### src/tcc_pkg.sv
`default_nettype none
package tcc_pkg;

   // ----------------------------------------------------------------
   // Register offsets
   // ----------------------------------------------------------------
   localparam logic [3:0] ADDR_CTRL_B    = 4'h0;
   localparam logic [3:0] ADDR_CMP_CTRL  = 4'h1;
   localparam logic [3:0] ADDR_IRQ_EN    = 4'h2;
   localparam logic [3:0] ADDR_FLAGS     = 4'h3;
   localparam logic [3:0] ADDR_ACMP_CTRL = 4'h4;
   localparam logic [3:0] ADDR_CAP_LO    = 4'h5;
   localparam logic [3:0] ADDR_CAP_HI    = 4'h6;
   localparam logic [3:0] ADDR_CMPA_LO   = 4'h7;
   localparam logic [3:0] ADDR_CMPA_HI   = 4'h8;
   localparam logic [3:0] ADDR_CMPB_LO   = 4'h9;
   localparam logic [3:0] ADDR_CMPB_HI   = 4'ha;

   // ----------------------------------------------------------------
   // Field positions
   // ----------------------------------------------------------------
   localparam int CTRL_B_FILTER_BIT = 7;
   localparam int CTRL_B_EDGE_BIT   = 6;
   localparam int CMP_ACT_A_LSB     = 6;
   localparam int CMP_ACT_B_LSB     = 4;
   localparam int CMP_FORCE_A_BIT   = 3;
   localparam int CMP_FORCE_B_BIT   = 2;
   localparam int ACMP_SEL_BIT      = 0;
   localparam int FLAG_CAP          = 0;
   localparam int FLAG_CMPA         = 1;
   localparam int FLAG_CMPB         = 2;

   // ----------------------------------------------------------------
   // Encodings and reset values
   // ----------------------------------------------------------------
   localparam logic [1:0] ACT_NONE   = 2'h0;
   localparam logic [1:0] ACT_TOGGLE = 2'h1;
   localparam logic [1:0] ACT_CLEAR  = 2'h2;
   localparam logic [1:0] ACT_SET    = 2'h3;
   localparam int         FILTER_LEN = 4;
   localparam logic [7:0] RD_UNMAPPED = 8'h00;

   typedef struct packed {
      logic                   cap_sync1;
      logic                   cap_sync2;
      logic                   acmp_sync1;
      logic                   acmp_sync2;
      logic [FILTER_LEN-1:0]  filt_sh;
      logic                   filt_out;
      logic                   edge_prev;
      logic                   filter_en;
      logic                   edge_rising;
      logic                   acmp_sel;
      logic [1:0][1:0]        action;
      logic [2:0]             irq_en;
      logic [2:0]             flags;
      logic [15:0]            cap_val;
      logic [7:0]             temp;
      logic [1:0][15:0]       cmp;
      logic [1:0][15:0]       cmp_buf;
      logic [1:0]             latch;
      logic                   block;
      logic [7:0]             rdata;
      logic [2:0]             irq;
      logic [1:0]             pin_o;
      logic [1:0]             pin_oe;
   } tcc_state_t;

endpackage
`default_nettype wire

### src/tcc_capcomp.sv
`timescale 1ns/100ps
`default_nettype none

// Operation
// - Trigger from pin, or comparator when selected
// - Inputs synchronized; filter adds four cycles
// - Filter and edge input frozen in capture-top modes
// - Filter output changes after four equal samples
// - Filter enable bit; runs on system clock
// - Each capture overwrites the capture value
// - Edge detector sees pin including own drive
// - Compare flag requests irq; ack or write-one clears
// - Compare double buffered in PWM modes only
// - CPU reaches buffer or register; reads bypass latch
// - High byte first; low write commits 16 bits
// - Force applies action outside PWM modes; no flag, no counter
// - Counter write blocks matches next timer tick
// - Output latch kept across mode changes
// - Action field unbuffered; force acts immediately
// - Reset clears output latch
// - Nonzero action overrides port data; direction drives
// - Action zero leaves latch untouched
// - Capture copies counter and sets flag together
// - Capture flag requests irq; ack or write-one clears
module tcc_capcomp (
   // Clock and reset
   input  wire logic        ref_clk,
   input  wire logic        sys_rst,
   // Register port
   input  wire logic [3:0]  reg_addr,
   input  wire logic [7:0]  reg_wdata,
   input  wire logic        reg_wr,
   input  wire logic        reg_rd,
   output logic      [7:0]  reg_rdata,
   // Counter unit
   input  wire logic        timer_tick,
   input  wire logic [15:0] counter_value,
   input  wire logic        counter_write,
   input  wire logic        counter_top,
   input  wire logic        counter_bottom,
   input  wire logic [3:0]  waveform_mode_select,
   // Capture sources
   input  wire logic        capture_input_pin,
   input  wire logic        comparator_output,
   // Interrupts
   input  wire logic [2:0]  irq_ack,
   output logic      [2:0]  irq_req,
   // Compare output pins
   input  wire logic [1:0]  port_data,
   input  wire logic [1:0]  output_pin_direction_bit,
   output logic      [1:0]  compare_pin_o,
   output logic      [1:0]  compare_pin_oe
);

   // ----------------------------------------------------------------
   // Mode decoding
   // ----------------------------------------------------------------
   function automatic logic mode_is_pwm(input logic [3:0] m);
      mode_is_pwm = !(m == 4'h0 || m == 4'h4 || m == 4'hc || m == 4'hd);
   endfunction

   function automatic logic mode_cap_top(input logic [3:0] m);
      mode_cap_top = (m == 4'h8 || m == 4'ha || m == 4'hc || m == 4'he);
   endfunction

   function automatic logic mode_upd_top(input logic [3:0] m);
      mode_upd_top = (m == 4'h1 || m == 4'h2 || m == 4'h3 ||
                      m == 4'ha || m == 4'hb);
   endfunction

   // New latch value for an action
   function automatic logic apply_action(input logic [1:0] act,
                                         input logic       cur);
      case (act)
         tcc_pkg::ACT_TOGGLE: apply_action = ~cur;
         tcc_pkg::ACT_CLEAR:  apply_action = 1'b0;
         tcc_pkg::ACT_SET:    apply_action = 1'b1;
         default:             apply_action = cur;
      endcase
   endfunction

   // Compare value as the CPU sees it: buffer when buffering is active
   function automatic logic [15:0] cmp_view(input logic        buffered,
                                            input logic [15:0] buf_val,
                                            input logic [15:0] live_val);
      if (buffered) begin
         cmp_view = buf_val;
      end else begin
         cmp_view = live_val;
      end
   endfunction

   // ----------------------------------------------------------------
   // State and helper values
   // ----------------------------------------------------------------
   tcc_pkg::tcc_state_t st_q;
   tcc_pkg::tcc_state_t st_d;

   logic                            pwm;
   logic                            frozen;
   logic                            cap_src;
   logic [tcc_pkg::FILTER_LEN-1:0]  filt_win;
   logic                            edge_in;
   logic                            cap_evt;
   logic                            xfer;
   logic [1:0]                      hit;
   logic [1:0]                      force_cmp;
   logic [15:0]                     wr_word;
   logic [15:0]                     view_a;
   logic [15:0]                     view_b;
   logic [2:0]                      hw_set;
   logic [2:0]                      sw_clr;

   // ----------------------------------------------------------------
   // Next-state logic
   // ----------------------------------------------------------------
   always_comb begin
      st_d      = st_q;
      pwm       = mode_is_pwm(waveform_mode_select);
      frozen    = mode_cap_top(waveform_mode_select);
      cap_src   = 1'b0;
      filt_win  = '0;
      edge_in   = 1'b0;
      cap_evt   = 1'b0;
      xfer      = 1'b0;
      hit       = 2'h0;
      force_cmp = 2'h0;
      wr_word   = {st_q.temp, reg_wdata};
      view_a    = cmp_view(pwm, st_q.cmp_buf[0], st_q.cmp[0]);
      view_b    = cmp_view(pwm, st_q.cmp_buf[1], st_q.cmp[1]);
      hw_set    = 3'h0;
      sw_clr    = 3'h0;

      // Two flip-flops on each asynchronous source. The pin is taken as
      // it stands, so driving it from the port also triggers a capture.
      st_d.cap_sync1  = capture_input_pin;
      st_d.cap_sync2  = st_q.cap_sync1;
      st_d.acmp_sync1 = comparator_output;
      st_d.acmp_sync2 = st_q.acmp_sync1;

      // Trigger source
      if (st_q.acmp_sel) begin
         cap_src = st_q.acmp_sync2;
      end else begin
         cap_src = st_q.cap_sync2;
      end

      // Noise filter on every system clock outside capture-top modes; the window holds the newest
      // sample and the three before it
      filt_win = {st_q.filt_sh[tcc_pkg::FILTER_LEN-2:0], cap_src};
      if (!frozen) begin
         st_d.filt_sh = filt_win;
         if (&filt_win) begin
            st_d.filt_out = 1'b1;
         end else if (~|filt_win) begin
            st_d.filt_out = 1'b0;
         end
      end

      // Edge detector, fed by the filter when it is enabled
      if (st_q.filter_en) begin
         edge_in = st_q.filt_out;
      end else begin
         edge_in = cap_src;
      end
      if (!frozen) begin
         st_d.edge_prev = edge_in;
         if (st_q.edge_rising) begin
            cap_evt = edge_in & ~st_q.edge_prev;
         end else begin
            cap_evt = ~edge_in & st_q.edge_prev;
         end
      end

      // Capture: a new event always overwrites the old value
      if (cap_evt) begin
         st_d.cap_val              = counter_value;
         hw_set[tcc_pkg::FLAG_CAP] = 1'b1;
      end

      // A counter write blocks matches up to and including the next tick
      if (counter_write) begin
         st_d.block = 1'b1;
      end else if (timer_tick) begin
         st_d.block = 1'b0;
      end

      // Compare matches act on the tick; the flag is up one cycle later
      for (int i = 0; i < 2; i++) begin
         hit[i] = timer_tick && !st_q.block && !counter_write &&
                  (counter_value == st_q.cmp[i]);
         if (hit[i]) begin
            hw_set[tcc_pkg::FLAG_CMPA + i] = 1'b1;
            st_d.latch[i] = apply_action(st_q.action[i],
                                         st_q.latch[i]);
         end
      end

      // Buffer to compare register at the selected end of the count
      if (mode_upd_top(waveform_mode_select)) begin
         xfer = timer_tick && counter_top;
      end else begin
         xfer = timer_tick && counter_bottom;
      end
      if (pwm && xfer) begin
         st_d.cmp = st_q.cmp_buf;
      end

      // Register writes
      if (reg_wr) begin
         case (reg_addr)
            tcc_pkg::ADDR_CTRL_B: begin
               st_d.filter_en   = reg_wdata[tcc_pkg::CTRL_B_FILTER_BIT];
               st_d.edge_rising = reg_wdata[tcc_pkg::CTRL_B_EDGE_BIT];
            end
            tcc_pkg::ADDR_CMP_CTRL: begin
               st_d.action[0] = reg_wdata[tcc_pkg::CMP_ACT_A_LSB +: 2];
               st_d.action[1] = reg_wdata[tcc_pkg::CMP_ACT_B_LSB +: 2];
               force_cmp[0]   = reg_wdata[tcc_pkg::CMP_FORCE_A_BIT] & !pwm;
               force_cmp[1]   = reg_wdata[tcc_pkg::CMP_FORCE_B_BIT] & !pwm;
            end
            tcc_pkg::ADDR_IRQ_EN: begin
               st_d.irq_en = reg_wdata[2:0];
            end
            tcc_pkg::ADDR_FLAGS: begin
               sw_clr = reg_wdata[2:0];
            end
            tcc_pkg::ADDR_ACMP_CTRL: begin
               st_d.acmp_sel = reg_wdata[tcc_pkg::ACMP_SEL_BIT];
            end
            tcc_pkg::ADDR_CMPA_HI, tcc_pkg::ADDR_CMPB_HI: begin
               st_d.temp = reg_wdata;
            end
            tcc_pkg::ADDR_CMPA_LO: begin
               st_d.cmp_buf[0] = wr_word;
               if (!pwm) begin
                  st_d.cmp[0] = wr_word;
               end
            end
            tcc_pkg::ADDR_CMPB_LO: begin
               st_d.cmp_buf[1] = wr_word;
               if (!pwm) begin
                  st_d.cmp[1] = wr_word;
               end
            end
            default: begin
            end
         endcase
      end

      // Register reads; data stand for the one cycle after the strobe.
      // The compare registers are read directly, never through temp.
      st_d.rdata = tcc_pkg::RD_UNMAPPED;
      if (reg_rd) begin
         case (reg_addr)
            tcc_pkg::ADDR_CTRL_B: begin
               st_d.rdata = {st_q.filter_en, st_q.edge_rising, 6'h00};
            end
            tcc_pkg::ADDR_CMP_CTRL: begin
               st_d.rdata = {st_q.action[0], st_q.action[1], 4'h0};
            end
            tcc_pkg::ADDR_IRQ_EN: begin
               st_d.rdata = {5'h00, st_q.irq_en};
            end
            tcc_pkg::ADDR_FLAGS: begin
               st_d.rdata = {5'h00, st_q.flags};
            end
            tcc_pkg::ADDR_ACMP_CTRL: begin
               st_d.rdata = {7'h00, st_q.acmp_sel};
            end
            tcc_pkg::ADDR_CAP_LO: begin
               st_d.rdata = st_q.cap_val[7:0];
               st_d.temp  = st_q.cap_val[15:8];
            end
            tcc_pkg::ADDR_CAP_HI: begin
               st_d.rdata = st_q.temp;
            end
            tcc_pkg::ADDR_CMPA_LO: begin
               st_d.rdata = view_a[7:0];
            end
            tcc_pkg::ADDR_CMPA_HI: begin
               st_d.rdata = view_a[15:8];
            end
            tcc_pkg::ADDR_CMPB_LO: begin
               st_d.rdata = view_b[7:0];
            end
            tcc_pkg::ADDR_CMPB_HI: begin
               st_d.rdata = view_b[15:8];
            end
            default: begin
               st_d.rdata = tcc_pkg::RD_UNMAPPED;
            end
         endcase
      end

      // Flags: acknowledge or write-one clears, a set in the same cycle
      // wins
      sw_clr     = sw_clr | irq_ack;
      st_d.flags = (st_q.flags & ~sw_clr) | hw_set;
      st_d.irq   = st_d.flags & st_d.irq_en;

      // Force acts with the action just written, sets no flag and leaves
      // the counter alone
      for (int i = 0; i < 2; i++) begin
         if (force_cmp[i]) begin
            st_d.latch[i] = apply_action(st_d.action[i],
                                         st_d.latch[i]);
         end
      end

      // Pin: latch replaces port data once an action is set; the
      // direction bit alone decides whether the pin drives. Mode changes
      // never touch the latch.
      for (int i = 0; i < 2; i++) begin
         if (st_d.action[i] != tcc_pkg::ACT_NONE) begin
            st_d.pin_o[i] = st_d.latch[i];
         end else begin
            st_d.pin_o[i] = port_data[i];
         end
      end
      st_d.pin_oe = output_pin_direction_bit;

      // Synchronous reset clears everything, the output latch included;
      // the pin follows the port straight away
      if (sys_rst) begin
         st_d        = '0;
         st_d.pin_o  = port_data;
         st_d.pin_oe = output_pin_direction_bit;
      end
   end

   // ----------------------------------------------------------------
   // State register
   // ----------------------------------------------------------------
   always_ff @(posedge ref_clk) begin
      st_q <= st_d;
   end

   // ----------------------------------------------------------------
   // Outputs, each straight from the state register
   // ----------------------------------------------------------------
   assign reg_rdata      = st_q.rdata;
   assign irq_req        = st_q.irq;
   assign compare_pin_o  = st_q.pin_o;
   assign compare_pin_oe = st_q.pin_oe;

endmodule // tcc_capcomp
`default_nettype wire

### config.mk
export PLATFORM = sky130hd
export DESIGN_NAME = tcc_capcomp
export DESIGN_NICKNAME = d
export VERILOG_FILES = /design/src/tcc_pkg.sv /design/src/tcc_capcomp.sv
export SDC_FILE = /design/constraint.sdc
export NUM_CORES = 1
export LEC_CHECK = 0
export BUFFER_PORTS_ARGS = -buffer_cell sky130_fd_sc_hd__buf_2
export CAP_MARGIN = 10
export CORE_ASPECT_RATIO = 0.8
export CORE_UTILIZATION = 55
export DETAILED_ROUTE_END_ITERATION = 8
export GPL_ROUTABILITY_DRIVEN = 0
export PLACE_DENSITY = 0.75
export SYNTH_ARGS = -nofsm -noshare
export SYNTH_HDL_FRONTEND = slang
export SYNTH_SLANG_ARGS = --single-unit
### constraint.sdc
create_clock -name ref_clk -period 2.6 [get_ports ref_clk]
set_clock_uncertainty 0.15 [all_clocks]
set_input_delay 0.39 -clock ref_clk [delete_from_list [all_inputs] [get_ports ref_clk]]
set_output_delay 0.39 -clock ref_clk [all_outputs]
set_load 0.03 [all_outputs]
==> summary.txt <==
Global routing
  • Total Routing Usage GR: 0.324
  • Remaining global-route overflow: 0
  • Number of antenna violations at the first check in global routing: 0
  • Maximum number of pins on one net before global-route repair: 52
  • Via count of the first global-routing pass: 5338
  • First-pass GRT wire length: 28500 um

Synthesis
  • Number of warnings issued by yosys: 0
  • Number of instances in the synthesized netlist: 741
  • Top cells by area, synth: dfxtp_1 41%, mux2i_1 11%, nand2_1 6.4%
  • Synthesized cell area: 6170 um^2
  • Dominant cell by count in the synthesized netlist: dfxtp_1
  • Flip-flop and latch count after synthesis: 128
  • Number of enable flip-flop cells after synthesis: 0
  • Fraction of registers with async set/reset: 0
  • Count of distinct cell types in the synthesized netlist: slightly below 50
  • Dominant register cell in the synthesized netlist: dfxtp_1
  • Sequential-to-total area share from yosys stat: 0.415
  • Syn nets: between 700 and 800
  • Average cell area after synthesis: 8.33 um^2
  • Commonest cells post-synth: 128 x dfxtp_1, 106 x nand2_1, 95 x nor2_1
  • Library cell with the largest summed area after synthesis: dfxtp_1
  • Yosys top cell area share: 0.415

Routing
  • Average vias per placed instance: 6.14
  • Wire length per cell: around 20 um
  • Iteration-0 DRC Markers: just under 700
  • # DRC: 0
  • Post-route ant nets: 0
  • First-pass DRT Iterations: 7
  • Final wirelength: 18400 um
  • Vias: 5761

Hold path
  • Hold Path Stages: 3
  • Min-Delay Path Class: primary input to flip-flop

Worst setup path
  • Number of buffers and inverters on the critical path: 0
  • Arrival time reported for the critical path endpoint: 2670 ps
  • Worst path cell trace: xnor2_1 -> nand4_1 -> or4_4 -> o21ba_1 -> a211o_1 -> or3b_1 -> nand3_1
  • Capturing element type of the critical path: flip-flop
  • Cell family with the largest share of critical-path delay: simple AND/OR/NAND/NOR gates
  • Critical path class: flip-flop to flip-flop
  • Cell depth of the worst setup path: 7
  • Critical Path Slowest Stage Cell: or4_4
  • Required @ worst endpoint: 2810 ps
  • Type of element launching the critical path: flip-flop
  • Worst r2r path cells: 7
  • Peak fanout along the critical path: 4
  • Max incr delay on CP: 560 ps

Clock network
  • TritonCTS buffer count: 17
  • Clock transition at path regs: 60 ps
  • Cell at the root of the clock tree: clkbuf_16
  • Sink Count: 128
  • Number of buffers between clock root and the deepest sink: 2
  • Clock latency at the later pin of the worst-skew pair: 420 ps
  • CTS tree: yes
  • Clock H-tree levels: 4

Pwr
  • Sequential Power Share: 0.433
  • Static Leakage: 2.79 nW
  • Switching share of power: 0.232
  • Part of the power in the clock network: 0.490
  • Internal Dissipation: 3.59 mW
  • Net load switching power: 1.08 mW
  • Worst vdd ir: 0.000448 V
  • Relative contribution of combinational cells to total power: 0.077
  • Ratio of total power to cell area: 654 nW/um^2

Place
  • Port buffer count: 63
  • Sum of net half-perimeters after detailed placement: 12700 um
  • Pre-CTS worst setup slack: around 18 ps

STA
  • Count of endpoints failing hold in the final timing report: 0
  • Min cycle time layout: ~2500 ps
  • Smallest setup slack after layout: 140 ps
  • Ratio of final minimum period to clock period: 0.946
  • Max-slew violation total from the final report: 0
  • Relative slew slack: 0.520
  • Peak clock frequency supported by timing: 406 MHz
  • Worst-Margin Slew: 717 ps
  • Setup total negative slack: 0 ps
  • RSZ-0062 raised after global routing: no
  • Final number of setup-violating endpoints: 0

Run
  • Max-cap violations: 0

Finish
  • Final core area utilization: 0.657
  • Fraction of layout cells with a size suffix above 1: 0.157
  • Layout filler cell count: 900
  • Number of nets at the end of the flow: between 800 and 900
  • Syn-to-layout area delta: 15.9%
  • Number of inserted diodes: 0

Status
  • Run status: finished, final reports clean

Die
  • Number of top-level pins: 64
  • Horizontal die dimension: 120 um
  • CORE AREA: 10900 um^2
  • Num rows: 34
  • Die H: just under 100 um
  • Starting Density: 0.567
  • Die area: 11700 um^2
kinds of logic (layout without fill, tap and decap cells):
| kind of cell | after synthesis | count (layout) | synth area share |
|---|---|---|---|
| AO/OA/AOI/OAI | 169 | 169 | 0.182 |
| multiplexers | 68 | 68 | 0.111 |
| flip-flops | 128 | 128 | 0.415 |
| AND/OR/NAND/NOR | 270 | 270 | 0.192 |
| buffers and inverters | 74 | 128 | 0.0549 |
| XOR/XNOR | 32 | 32 | 0.0454 |
power by group through the flow:
stage / clock [mW] / combinational (mW) / sequential, mW
after detailed placement: 0 / 0.346 / 2.06
after floorplan: 0 / 0.218 / 2.05
final: 2.29 / 0.359 / 2.02
after global placement: 0 / 0.337 / 2.06
after CTS: 2.31 / 0.351 / 2.02
after global routing: 2.41 / 0.381 / 2.03
per-layer routing:
metal / part of all wire / global-route usage
met5: 0 / 0
met4: 0.028 / 0.117
met3: 0.10 / 0.0896
met2: 0.44 / 0.477
met1: 0.43 / 0.451
placed cells by master, fill, tap and decap left out, types with 25 or more instances in the layout:
cell type,Yosys,final
mux2i_1,65,65
buf_2,1,62
dfxtp_1,128,128
a22oi_1,30,30
xnor2_1,32,32
nand2_1,106,105
a21oi_1,58,58
a211oi_1,47,47
buf_4,16,25
nor2_1,95,95
worst min-delay path, delay by kind of cell:
kind / cells / cell delay, ps
buf+inv: 1 / 70
simple gates: 2 / 100
flip-flops by register name, indices dropped and copies added (netlist names):
register / count
filt_win: 3
compare_pin_oe: 2
st_q: 110
compare_pin_o: 2
irq_req: 3
reg_rdata: 8
metrics by stage:
stage	cells	total power, mW	hold slack (ps)	instance area [um^2]
2_1_floorplan	741	2.27	264	6170
3_5_place_dp	907	2.41	270	6570
3_3_place_gp	907	2.40	274	6570
4_1_cts	939	4.68	16.9	7160
5_1_grt	939	4.81	22.6	7160
6_report	939	4.68	29.6	7160
repair_timing:
| item | 4_1_cts | 5_1_grt |
|---|---|---|
| hold buffers | 2 | 0 |
| hold endpoints to repair | 2 | 0 |
| resized for setup | 0 | 0 |
| buffers inserted | 0 | 0 |
final cells by class:
type,instances,area [um^2],share of cell area
clock buffer,24,482,0.0673
timing repair buffer,90,538,0.0752
multi-input combinational,539,3280,0.458
clock inverter,6,82.6,0.0115
tap,144,180,0.0252
sequential,128,2560,0.358
inverter,8,30.0,0.00420
final timing paths:
path / from / to / slack [ps]
setup / recovery: st_q[74]$_SDFF_PP0_ / compare_pin_o[1]$_DFF_P_ / 140
hold / removal: port_data[1] / compare_pin_o[1]$_DFF_P_ / 30
setup reg to reg: st_q[74]$_SDFF_PP0_ / compare_pin_o[1]$_DFF_P_ / 140
hold reg to reg: st_q[126]$_SDFF_PP0_ / st_q[125]$_SDFF_PP0_ / 290
No activity file was read; power rests on OpenSTA's default activity.
